==> config.mk <==
export PLATFORM = sky130hd
export DESIGN_NAME = remote_terminal_host_registers
export DESIGN_NICKNAME = d
export VERILOG_FILES = /design/src/verilog/rt_host_pkg.sv /design/src/verilog/bit_sync2.sv /design/src/verilog/sticky_event_flag.sv /design/src/verilog/remote_terminal_host_registers.sv
export SDC_FILE = /design/constraint.sdc
export NUM_CORES = 1
export LEC_CHECK = 0
export ABC_CLOCK_PERIOD_IN_PS = 4250
export BUFFER_PORTS_ARGS = -buffer_cell sky130_fd_sc_hd__buf_2
export CORE_MARGIN = 1.5
export CORE_UTILIZATION = 30
export DETAILED_ROUTE_END_ITERATION = 10
export GPL_TIMING_DRIVEN = 0
export HOLD_SLACK_MARGIN = 0.08
export MAX_ROUTING_LAYER = met4
export PLACE_DENSITY_LB_ADDON = 0.15
export SETUP_SLACK_MARGIN = 0.05
export SLEW_MARGIN = 10
export SYNTH_ARGS = -nofsm -noshare
export SYNTH_HDL_FRONTEND = slang
export SYNTH_HIERARCHICAL = 1
export SYNTH_SLANG_ARGS = --single-unit
==> constraint.sdc <==
create_clock -name clk_sys -period 4.25 [get_ports clk_sys]
set_input_delay 0.85 -clock clk_sys [delete_from_list [all_inputs] [get_ports clk_sys]]
set_output_delay 0.85 -clock clk_sys [all_outputs]
set_load 0.02 [all_outputs]
==> src/verilog/rt_host_pkg.sv <==
// Shared types and constants for the remote terminal host register block
`default_nettype none
package rt_host_pkg;
  localparam int DATA_W  = 16;
  localparam int CTRL_W  = 8;
  localparam int FIELD_W = 5;
  localparam int LCMD_W  = 11;

  // Host pins as seen at the block boundary
  typedef struct packed {
    logic              cs_n;
    logic              ctrl_n;
    logic              rd_wr;
    logic              addr0;
    logic [DATA_W-1:0] data;
  } host_bus_t;
  localparam host_bus_t HOST_IDLE = 20'hC0000;

  // Write-only operation_control, bit 7 down to bit 0
  typedef struct packed {
    logic service_request;
    logic self_test_enable;
    logic diag_channel_pick;
    logic dependent_unit_busy;
    logic system_busy;
    logic terminal_flag;
    logic second_channel_enable;
    logic first_channel_enable;
  } control_reg_t;
  localparam control_reg_t CTRL_RESET = 8'h00;

  // Read-only terminal_status, bit 15 down to bit 0
  typedef struct packed {
    logic               terminal_active;
    logic               valid_message;
    logic               message_error;
    logic               address_parity_error;
    logic               self_test;
    logic               busy;
    logic               flag_allowed;
    logic               first_channel_avail;
    logic               second_channel_avail;
    logic               last_channel_indicator;
    logic               mode_or_sub_flag;
    logic [FIELD_W-1:0] mode_sub_field;
  } terminal_status_t;
  localparam terminal_status_t STATUS_RESET = 16'h0240;

  // Last command register, read with the low address bit high
  typedef struct packed {
    logic              illegal_command;
    logic              last_channel_indicator;
    logic              flag_allowed;
    logic              self_test;
    logic              busy;
    logic [LCMD_W-1:0] command_bits;
  } last_command_t;
  localparam last_command_t LAST_CMD_RESET = 16'hE7FF;

  // Decoded command handed over by the command recognition logic
  typedef struct packed {
    logic [LCMD_W-1:0]  command_bits;
    logic [FIELD_W-1:0] mode_sub_field;
    logic               mode_or_sub_flag;
    logic               on_first_channel;
    logic               illegal_command;
  } cmd_info_t;

  // Flags carried in the transmitted status word
  typedef struct packed {
    logic terminal_flag;
    logic busy;
    logic dependent_unit_busy;
    logic service_request;
  } status_flags_t;
  localparam status_flags_t FLAGS_RESET = 4'h0;

  // Idle level of transmitting_n, receiving_n, command_strobe_n
  localparam logic [2:0] LINE_IDLE = 3'h7;
endpackage
`default_nettype wire

==> src/verilog/bit_sync2.sv <==
// Two-flop synchroniser for pins arriving from outside the clock domain
`default_nettype none
module bit_sync2 #(
  parameter int               WIDTH     = 1,
  parameter logic [WIDTH-1:0] RESET_VAL = '0
) (
  input  wire logic             clk_sys, // System clock
  input  wire logic             rst,     // Synchronous reset
  input  wire logic             ce,      // Clock enable
  input  wire logic [WIDTH-1:0] d,       // Asynchronous input
  output logic      [WIDTH-1:0] q        // Synchronised output
);
  typedef struct packed {
    logic [WIDTH-1:0] first;
    logic [WIDTH-1:0] second;
  } sync_state_t;

  sync_state_t state;
  sync_state_t next_state;

  // First stage feeds only the second stage
  always_comb begin
    next_state = state;
    if (rst) begin
      next_state.first  = RESET_VAL;
      next_state.second = RESET_VAL;
    end else if (ce) begin
      next_state.first  = d;
      next_state.second = state.first;
    end
  end

  always_ff @(posedge clk_sys) begin
    state <= next_state;
  end

  assign q = state.second;
endmodule
`default_nettype wire

==> src/verilog/sticky_event_flag.sv <==
// Sticky event flag cleared by a read once its holding condition is gone
`default_nettype none
module sticky_event_flag (
  input  wire logic clk_sys, // System clock
  input  wire logic rst,     // Synchronous reset, hard or soft
  input  wire logic ce,      // Clock enable
  input  wire logic set,     // Event pulse
  input  wire logic clear,   // End of a status read
  input  wire logic hold,    // Condition still present, defers the clear
  output logic      flag     // Sticky flag
);
  typedef struct packed {
    logic flag;
    logic armed;
  } sticky_state_t;

  sticky_state_t state;
  sticky_state_t next_state;
  logic          arm_now;

  // A read arms the clear; an arriving event wins and needs a fresh read
  always_comb begin
    arm_now    = state.armed | clear;
    next_state = state;
    if (rst) begin
      next_state = '0;
    end else if (ce) begin
      if (set) begin
        next_state.flag  = 1'b1;
        next_state.armed = 1'b0;
      end else if (arm_now && !hold) begin
        next_state.flag  = 1'b0;
        next_state.armed = 1'b0;
      end else begin
        next_state.armed = arm_now & state.flag;
      end
    end
  end

  always_ff @(posedge clk_sys) begin
    state <= next_state;
  end

  assign flag = state.flag;
endmodule
`default_nettype wire

==> src/verilog/remote_terminal_host_registers.sv <==
// Host register bank of the remote terminal: control, status and last command
//
// Summary of operation
// - Host write with low address bit low loads data 7:0 into control.
// - Host write with low address bit high causes a master reset instead.
// - Control bits 0 and 1 enable channel A and B receive inputs.
// - Control bit 2 sets the terminal flag of the status word.
// - Control bit 3 sets busy and blocks data memory access, command kept.
// - Control bit 4 sets the subsystem flag of the status word.
// - Control bit 5 picks self-test channel: one is A, zero is B.
// - Control bit 6 enters self-test, suspends operation, outputs stay quiet.
// - Control bit 7 sets the service request bit of the status word.
// - Reset clears control and status, except channel and flag-allowed bits.
// - Host read with low address bit low returns the 16-bit status.
// - Status 4:0 hold last command field; bit 5 marks subaddress.
// - Status bit 6 is one when last command came on channel A.
// - Status bits 7 and 8 show channel B and channel A available.
// - Status bit 9 stays one until an inhibit-flag mode code arrives.
// - Status bit 10 shows busy, clearing only with the control bit.
// - Status bit 11 is one while self-test is active.
// - Status bit 12 flags bad address parity, blocks inputs, errors.
// - Status bit 13 latches errors until read and condition gone.
// - Status bit 14 latches valid messages until the status is read.
// - Status bit 15 is NAND of transmitting and receiving pins.
// - Host read with low address bit high returns last command register.
`default_nettype none
module remote_terminal_host_registers
  import rt_host_pkg::*;
(
  input  wire logic                      clk_sys,              // System clock
  input  wire logic                      rst,                  // Sync reset
  input  wire logic                      ce,                   // Clock enable
  input  wire rt_host_pkg::host_bus_t    host_in,              // Host pins
  output logic [rt_host_pkg::DATA_W-1:0] data_out,             // Read data
  output logic                           data_oe,              // Drive data
  input  wire logic                      cmd_valid,            // Command pulse
  input  wire rt_host_pkg::cmd_info_t    cmd_in,               // Command
  input  wire logic                      inhibit_flag_cmd,     // Inhibit mode
  input  wire logic                      override_inhibit_cmd, // Override
  input  wire logic                      message_error_evt,    // Error pulse
  input  wire logic                      message_error_cond,   // Error level
  input  wire logic                      valid_message_evt,    // Valid pulse
  input  wire logic                      addr_latch_load,      // Address load
  input  wire logic                      addr_parity_ok,       // Parity good
  input  wire logic                      transmitting_n,       // Pin, low
  input  wire logic                      receiving_n,          // Pin, low
  input  wire logic                      command_strobe_n,     // Pin, low
  output rt_host_pkg::status_flags_t     status_flags,         // Status word
  output logic                           first_channel_rx_en,  // Chan A in
  output logic                           second_channel_rx_en, // Chan B in
  output logic                           biphase_tx_en,        // Outputs on
  output logic                           self_test_active,     // Self-test
  output logic                           diag_channel_pick,    // 1 = chan A
  output logic                           memory_inhibit,       // No data DMA
  output logic                           master_reset          // Reset pulse
);
  import rt_host_pkg::*;

  typedef struct packed {
    control_reg_t       ctrl;
    logic [FIELD_W-1:0] field;
    logic               mode_or_sub;
    logic               chan_a;
    logic               flag_allowed;
    logic               parity_err;
    logic               term_active;
    last_command_t      lcmd;
    logic               wr_prev;
    logic               wr_done;
    logic               rd_prev;
    logic               rd_addr0;
    logic               strobe_prev;
    status_flags_t      flags;
    logic [DATA_W-1:0]  dout;
    logic               doe;
    logic               rx_a;
    logic               rx_b;
    logic               tx_en;
    logic               mreset;
  } state_t;

  state_t           q;
  state_t           next_q;
  host_bus_t        bus;
  logic [2:0]       lines;
  logic             wr;
  logic             rd;
  logic             wr_fire;
  logic             soft_rst;
  logic             rd_end;
  logic             strobe_rise;
  logic             msg_err;
  logic             valid_msg;
  logic             bad_parity;
  terminal_status_t sys_view;

  bit_sync2 #(
    .WIDTH     ($bits(host_bus_t)),
    .RESET_VAL (HOST_IDLE)
  ) u_host_sync (
    .clk_sys (clk_sys),
    .rst     (rst),
    .ce      (ce),
    .d       (host_in),
    .q       (bus)
  );

  bit_sync2 #(
    .WIDTH     (3),
    .RESET_VAL (LINE_IDLE)
  ) u_line_sync (
    .clk_sys (clk_sys),
    .rst     (rst),
    .ce      (ce),
    .d       ({transmitting_n, receiving_n, command_strobe_n}),
    .q       (lines)
  );

  assign wr          = !bus.cs_n && !bus.ctrl_n && !bus.rd_wr;
  assign rd          = !bus.cs_n && !bus.ctrl_n && bus.rd_wr;
  // Act on the second stable sample so data has settled with the strobes
  assign wr_fire     = ce && wr && q.wr_prev && !q.wr_done;
  assign soft_rst    = wr_fire && bus.addr0;
  assign rd_end      = ce && q.rd_prev && !rd && !q.rd_addr0;
  assign strobe_rise = ce && lines[0] && !q.strobe_prev;
  // wrong parity on an address load
  assign bad_parity  = addr_latch_load && !addr_parity_ok;

  // error latch held until read and gone
  sticky_event_flag u_msg_err (
    .clk_sys (clk_sys),
    .rst     (rst || soft_rst),
    .ce      (ce),
    .set     (message_error_evt || bad_parity || q.parity_err),
    .clear   (rd_end),
    .hold    (message_error_cond || q.parity_err),
    .flag    (msg_err)
  );

  sticky_event_flag u_valid_msg (
    .clk_sys (clk_sys),
    .rst     (rst || soft_rst),
    .ce      (ce),
    .set     (valid_message_evt),
    .clear   (rd_end),
    .hold    (1'b0),
    .flag    (valid_msg)
  );

  // Status assembled from live state
  always_comb begin
    sys_view                        = STATUS_RESET;
    sys_view.terminal_active        = q.term_active;
    sys_view.valid_message          = valid_msg;
    sys_view.message_error          = msg_err;
    sys_view.address_parity_error   = q.parity_err;
    sys_view.self_test              = q.ctrl.self_test_enable;
    // busy follows the control bit only
    sys_view.busy                   = q.ctrl.system_busy;
    sys_view.flag_allowed           = q.flag_allowed;
    sys_view.first_channel_avail    = q.ctrl.first_channel_enable && !q.parity_err;
    sys_view.second_channel_avail   = q.ctrl.second_channel_enable && !q.parity_err;
    sys_view.last_channel_indicator = q.chan_a;
    sys_view.mode_or_sub_flag       = q.mode_or_sub;
    sys_view.mode_sub_field         = q.field;
  end

  always_comb begin
    next_q = q;
    if (ce) begin
      next_q.wr_prev     = wr;
      next_q.wr_done     = wr && (q.wr_done || wr_fire);
      next_q.rd_prev     = rd;
      next_q.strobe_prev = lines[0];
      if (rd) begin
        next_q.rd_addr0 = bus.addr0;
      end
      // control load from low data byte
      if (wr_fire && !bus.addr0) begin
        next_q.ctrl = bus.data[CTRL_W-1:0];
      end
      next_q.doe  = rd;
      next_q.dout = bus.addr0 ? q.lcmd : sys_view;
      // active while either pin is low
      next_q.term_active = ~(lines[2] & lines[1]);
      if (cmd_valid) begin
        next_q.field                       = cmd_in.mode_sub_field;
        next_q.mode_or_sub                 = cmd_in.mode_or_sub_flag;
        next_q.chan_a                      = cmd_in.on_first_channel;
        next_q.lcmd.command_bits           = cmd_in.command_bits;
        next_q.lcmd.busy                   = q.ctrl.system_busy;
        next_q.lcmd.self_test              = q.ctrl.self_test_enable;
        next_q.lcmd.flag_allowed           = q.flag_allowed;
        next_q.lcmd.last_channel_indicator = cmd_in.on_first_channel;
        next_q.lcmd.illegal_command        = cmd_in.illegal_command;
      end
      // bus controller may withdraw the host flag
      if (inhibit_flag_cmd) begin
        next_q.flag_allowed = 1'b0;
      end else if (override_inhibit_cmd) begin
        next_q.flag_allowed = 1'b1;
      end
      // cleared only by a good reload or a reset
      if (addr_latch_load) begin
        next_q.parity_err = !addr_parity_ok;
      end
      // flags sampled at strobe rise; a late write misses this word
      if (strobe_rise) begin
        // terminal flag, gated by the controller
        next_q.flags.terminal_flag       = q.ctrl.terminal_flag && q.flag_allowed;
        next_q.flags.busy                = q.ctrl.system_busy;
        next_q.flags.dependent_unit_busy = q.ctrl.dependent_unit_busy;
        next_q.flags.service_request     = q.ctrl.service_request;
      end
      // inputs enabled unless parity fault or self-test
      next_q.rx_a  = q.ctrl.first_channel_enable && !q.parity_err &&
                     !q.ctrl.self_test_enable;
      next_q.rx_b  = q.ctrl.second_channel_enable && !q.parity_err &&
                     !q.ctrl.self_test_enable;
      // self-test never reaches the line drivers
      next_q.tx_en = !q.ctrl.self_test_enable;
    end
    // reset values; soft reset keeps the write tracker so it fires once
    if (rst || soft_rst) begin
      next_q.ctrl         = CTRL_RESET;
      next_q.field        = STATUS_RESET.mode_sub_field;
      next_q.mode_or_sub  = STATUS_RESET.mode_or_sub_flag;
      next_q.chan_a       = STATUS_RESET.last_channel_indicator;
      next_q.flag_allowed = STATUS_RESET.flag_allowed;
      next_q.parity_err   = STATUS_RESET.address_parity_error;
      next_q.term_active  = STATUS_RESET.terminal_active;
      next_q.lcmd         = LAST_CMD_RESET;
      next_q.rd_prev      = 1'b0;
      next_q.rd_addr0     = 1'b0;
      next_q.strobe_prev  = LINE_IDLE[0];
      next_q.flags        = FLAGS_RESET;
      next_q.dout         = '0;
      next_q.doe          = 1'b0;
      next_q.rx_a         = 1'b0;
      next_q.rx_b         = 1'b0;
      next_q.tx_en        = 1'b1;
    end
    if (rst) begin
      next_q.wr_prev = 1'b0;
      next_q.wr_done = 1'b0;
    end
    next_q.mreset = soft_rst;
  end

  always_ff @(posedge clk_sys) begin
    q <= next_q;
  end

  assign data_out             = q.dout;
  assign data_oe              = q.doe;
  assign status_flags         = q.flags;
  assign first_channel_rx_en  = q.rx_a;
  assign second_channel_rx_en = q.rx_b;
  assign biphase_tx_en        = q.tx_en;
  assign self_test_active     = q.ctrl.self_test_enable;
  assign diag_channel_pick    = q.ctrl.diag_channel_pick;
  assign memory_inhibit       = q.ctrl.system_busy;
  assign master_reset         = q.mreset;
endmodule
`default_nettype wire

==> impl_metrics.env <==
export IMPL_outcome="finished clean"
export IMPL_maxSlewViolCount=0
export IMPL_io_pins=81
export IMPL_worstSetupEndpointType="flop"
export IMPL_post_route_period_util_pct=60.9
export IMPL_slew_headroom_pct=62.6
export IMPL_ys_warn_count=6
export IMPL_startpoint="ce"
export IMPL_gp_congestion=0.762
export IMPL_antenna_found_initial=0
export IMPL_worst_path_max_delay_cell="a211oi_1"
export IMPL_r2r_start="u_host_sync/q[18]$_SDFFE_PP1P_"
export IMPL_reg2reg_depth=7
export IMPL_finalCriticalPeriod_ns=2.59
export IMPL_drt_drc_violations_left=0
export IMPL_drt_initial_drc_count=153
export IMPL_crit_buf_inv=3
export IMPL_avgSynthCellArea_um2=9.44
export IMPL_tns_ns=0
export IMPL_whs_path_depth=2
export IMPL_dp_hpwl_um=6850
export IMPL_preCtsSetupSlack_ns=1.27
export IMPL_via_per_inst=4.42
export IMPL_wl_um=9310
export IMPL_hold_path_startpoint="q[54]$_SDFFE_PP0P_"
export IMPL_cpPeakStageDelay_ns=0.51
export IMPL_cts_tree="yes"
export IMPL_io_buffers=72
export IMPL_cts_max_path_buffers=2
export IMPL_setup_slack_ns=1.66
export IMPL_cp_common_cell="buf_2"
export IMPL_finalHoldViolations=0
export IMPL_gr_max_usage_layer="met2"
export IMPL_maxCapViolCount=0
export IMPL_min_to="q[54]$_SDFFE_PP0P_"
export IMPL_p_leak_nw=2.14
export IMPL_worstSetupStartpointType="input pin"
export IMPL_clock_latency_ns=0.34
export IMPL_start_util_pct=30.8
export IMPL_crit_required_ns=4.51
export IMPL_die_h_um=120
export IMPL_clock_sinks=96
export IMPL_clkTransAtPathRegs_ns=0.06
export IMPL_ant_nets=0
export IMPL_crit_arrival_ns=2.85
export IMPL_numCtsBuffers=9
export IMPL_n_antenna_cell=0
export IMPL_fmax_ghz=0.386
export IMPL_crit_chain="buf_2 -> buf_2 -> buf_1 -> nand2_1 -> a211oi_1 -> a21oi_1 -> a211oi_2"
export IMPL_root_buffer="clkbuf_16"
export IMPL_tightestPinTransition_ns=0.557
export IMPL_gr_usage_met1_pct=17.4
export IMPL_grt_max_degree=16
export IMPL_grt_pass1_wl_um=15300
export IMPL_grtUsageTotal_pct=13.9
export IMPL_drive_above_1_share_pct=29.0
export IMPL_die_area_mm2=0.0143
export IMPL_skew_ns=0.00353
export IMPL_final_util_pct=37.5
export IMPL_powerDensity_mw_per_mm2=401
export IMPL_grtUsageMet3_pct=3.33
export IMPL_core_area_mm2=0.0132
export IMPL_cts_htree_levels=3
export IMPL_grt_pass1_vias=3062
export IMPL_std_cell_rows=42
export IMPL_r2r_end="u_msg_err/state[0]$_SDFFE_PP0P_"
export IMPL_wire_per_inst_um=13.4
export IMPL_vias=3083
export IMPL_synth_area_mm2=0.00408
export IMPL_cts_hold_buf=0
export IMPL_setup_viol=0
export IMPL_nNetsFinal=569
export IMPL_die_w_um=120
export IMPL_path_max_fanout=15
export IMPL_grt_use_met2_pct=22.6
export IMPL_cts_resized=0
export IMPL_worstHoldPathType="flop to flop"
export IMPL_netlist_instances=432
export IMPL_rsz0062_at_grt="false"
export IMPL_cts_post_setup_buffers_inserted=0
export IMPL_r2r_slack_ns=2.55
export IMPL_peakVddDrop_uv=173
export IMPL_globalRouteOverflowTotal=0
export IMPL_cpLargestDelayFamily="buffers and inverters"
export IMPL_area_delta_synth_final_pct=21.7
export IMPL_crit_type="input pin to flop"
export IMPL_dr_pass1_iters=6
==> registers in the layout, indices dropped and copies added, names as in the netlist <==
signal / count
u_line_sync/state: 3
diag_channel_pick: 1
second_channel_rx_en: 1
self_test_active: 1
u_msg_err/state: 1
u_valid_msg/flag: 1
first_channel_rx_en: 1
memory_inhibit: 1
u_msg_err/flag: 1
u_line_sync/q: 3
u_valid_msg/state: 1
u_host_sync/state: 12
biphase_tx_en: 1
data_out: 16
status_flags: 4
q: 34
master_reset: 1
u_host_sync/q: 12
data_oe: 1
==> per-stage QoR <==
step	std cells	hold slack [ns]	total power [W]	instance area [µm²]
3_5_place_dp	681	0.446	0.00120	4660
6_report	697	0.456	0.00199	4960
4_1_cts	697	0.459	0.00202	4960
3_3_place_gp	681	0.440	0.00119	4660
2_1_floorplan	433	0.427	0.00113	4080
5_1_grt	697	0.476	0.00208	4960
==> worst min-delay path: stages, from the launching register on <==
cell and delay, ns:
dfxtp_1 0.31, nand2_1 0.05, a21oi_1 0.05
==> cell usage in the layout (no fill, tap or decap), drive strengths merged <==
master and count:
buf 123, or3 1, dfxtp 96, a211oi 20, bufinv 1, and4bb 1, nand2b 12, o21a 1
or2 2, nor3 2, nand4b 1, a22oi 2, nor2 49, a211o 10, mux2i 48, o21ai 4
conb 2, clkinv 2, a311oi 2, nor3b 1, nand3b 3, and2 1, nor2b 11, nand2 63
o21ba 1, a21oi 18, a21o 1, nand3 16, inv 2, clkbuf 25
==> worst max path at each step <==
stage | endpoint | slack [ns] | depth (start not counted)
after floorplan | u_msg_err/state[0]$_SDFFE_PP0P_ | 2.12 | 6
after global placement | u_msg_err/state[0]$_SDFFE_PP0P_ | 1.31 | 7
after detailed placement | u_msg_err/state[0]$_SDFFE_PP0P_ | 1.27 | 7
after CTS | u_msg_err/state[0]$_SDFFE_PP0P_ | 1.64 | 7
after global routing | u_valid_msg/state[0]$_SDFFE_PP0P_ | 1.51 | 7
final | u_msg_err/state[0]$_SDFFE_PP0P_ | 1.66 | 7
==> metal layers <==
metal / wire length, µm / vias up
met5: 0 / -
met4: 111 / 0
met3: 447 / 10
met2: 4400 / 69
met1: 4350 / 1410
li1: - / 1594
==> cell type report <==
| cell class | count | area (µm²) |
|---|---|---|
| plain buffers | 63 | 484 |
| clock buffers | 13 | 260 |
| clock inverters | 3 | 40.0 |
| fillers | 1387 | 8280 |
| inverters | 2 | 10.0 |
| multi-input cells | 272 | 1670 |
| flip-flops and latches | 96 | 1920 |
| well taps | 176 | 220 |
| repair buffers | 72 | 360 |
==> power breakdown <==
| part | leakage (nW) | total, W | internal, W | switching (W) |
|---|---|---|---|---|
| registers | 0.788 | 0.000964 | 0.000941 | 0.0000232 |
| clock network | 0.150 | 0.000819 | 0.000487 | 0.000332 |
| logic | 1.20 | 0.000208 | 0.000102 | 0.000106 |
No activity file was read; power rests on OpenSTA's default activity.
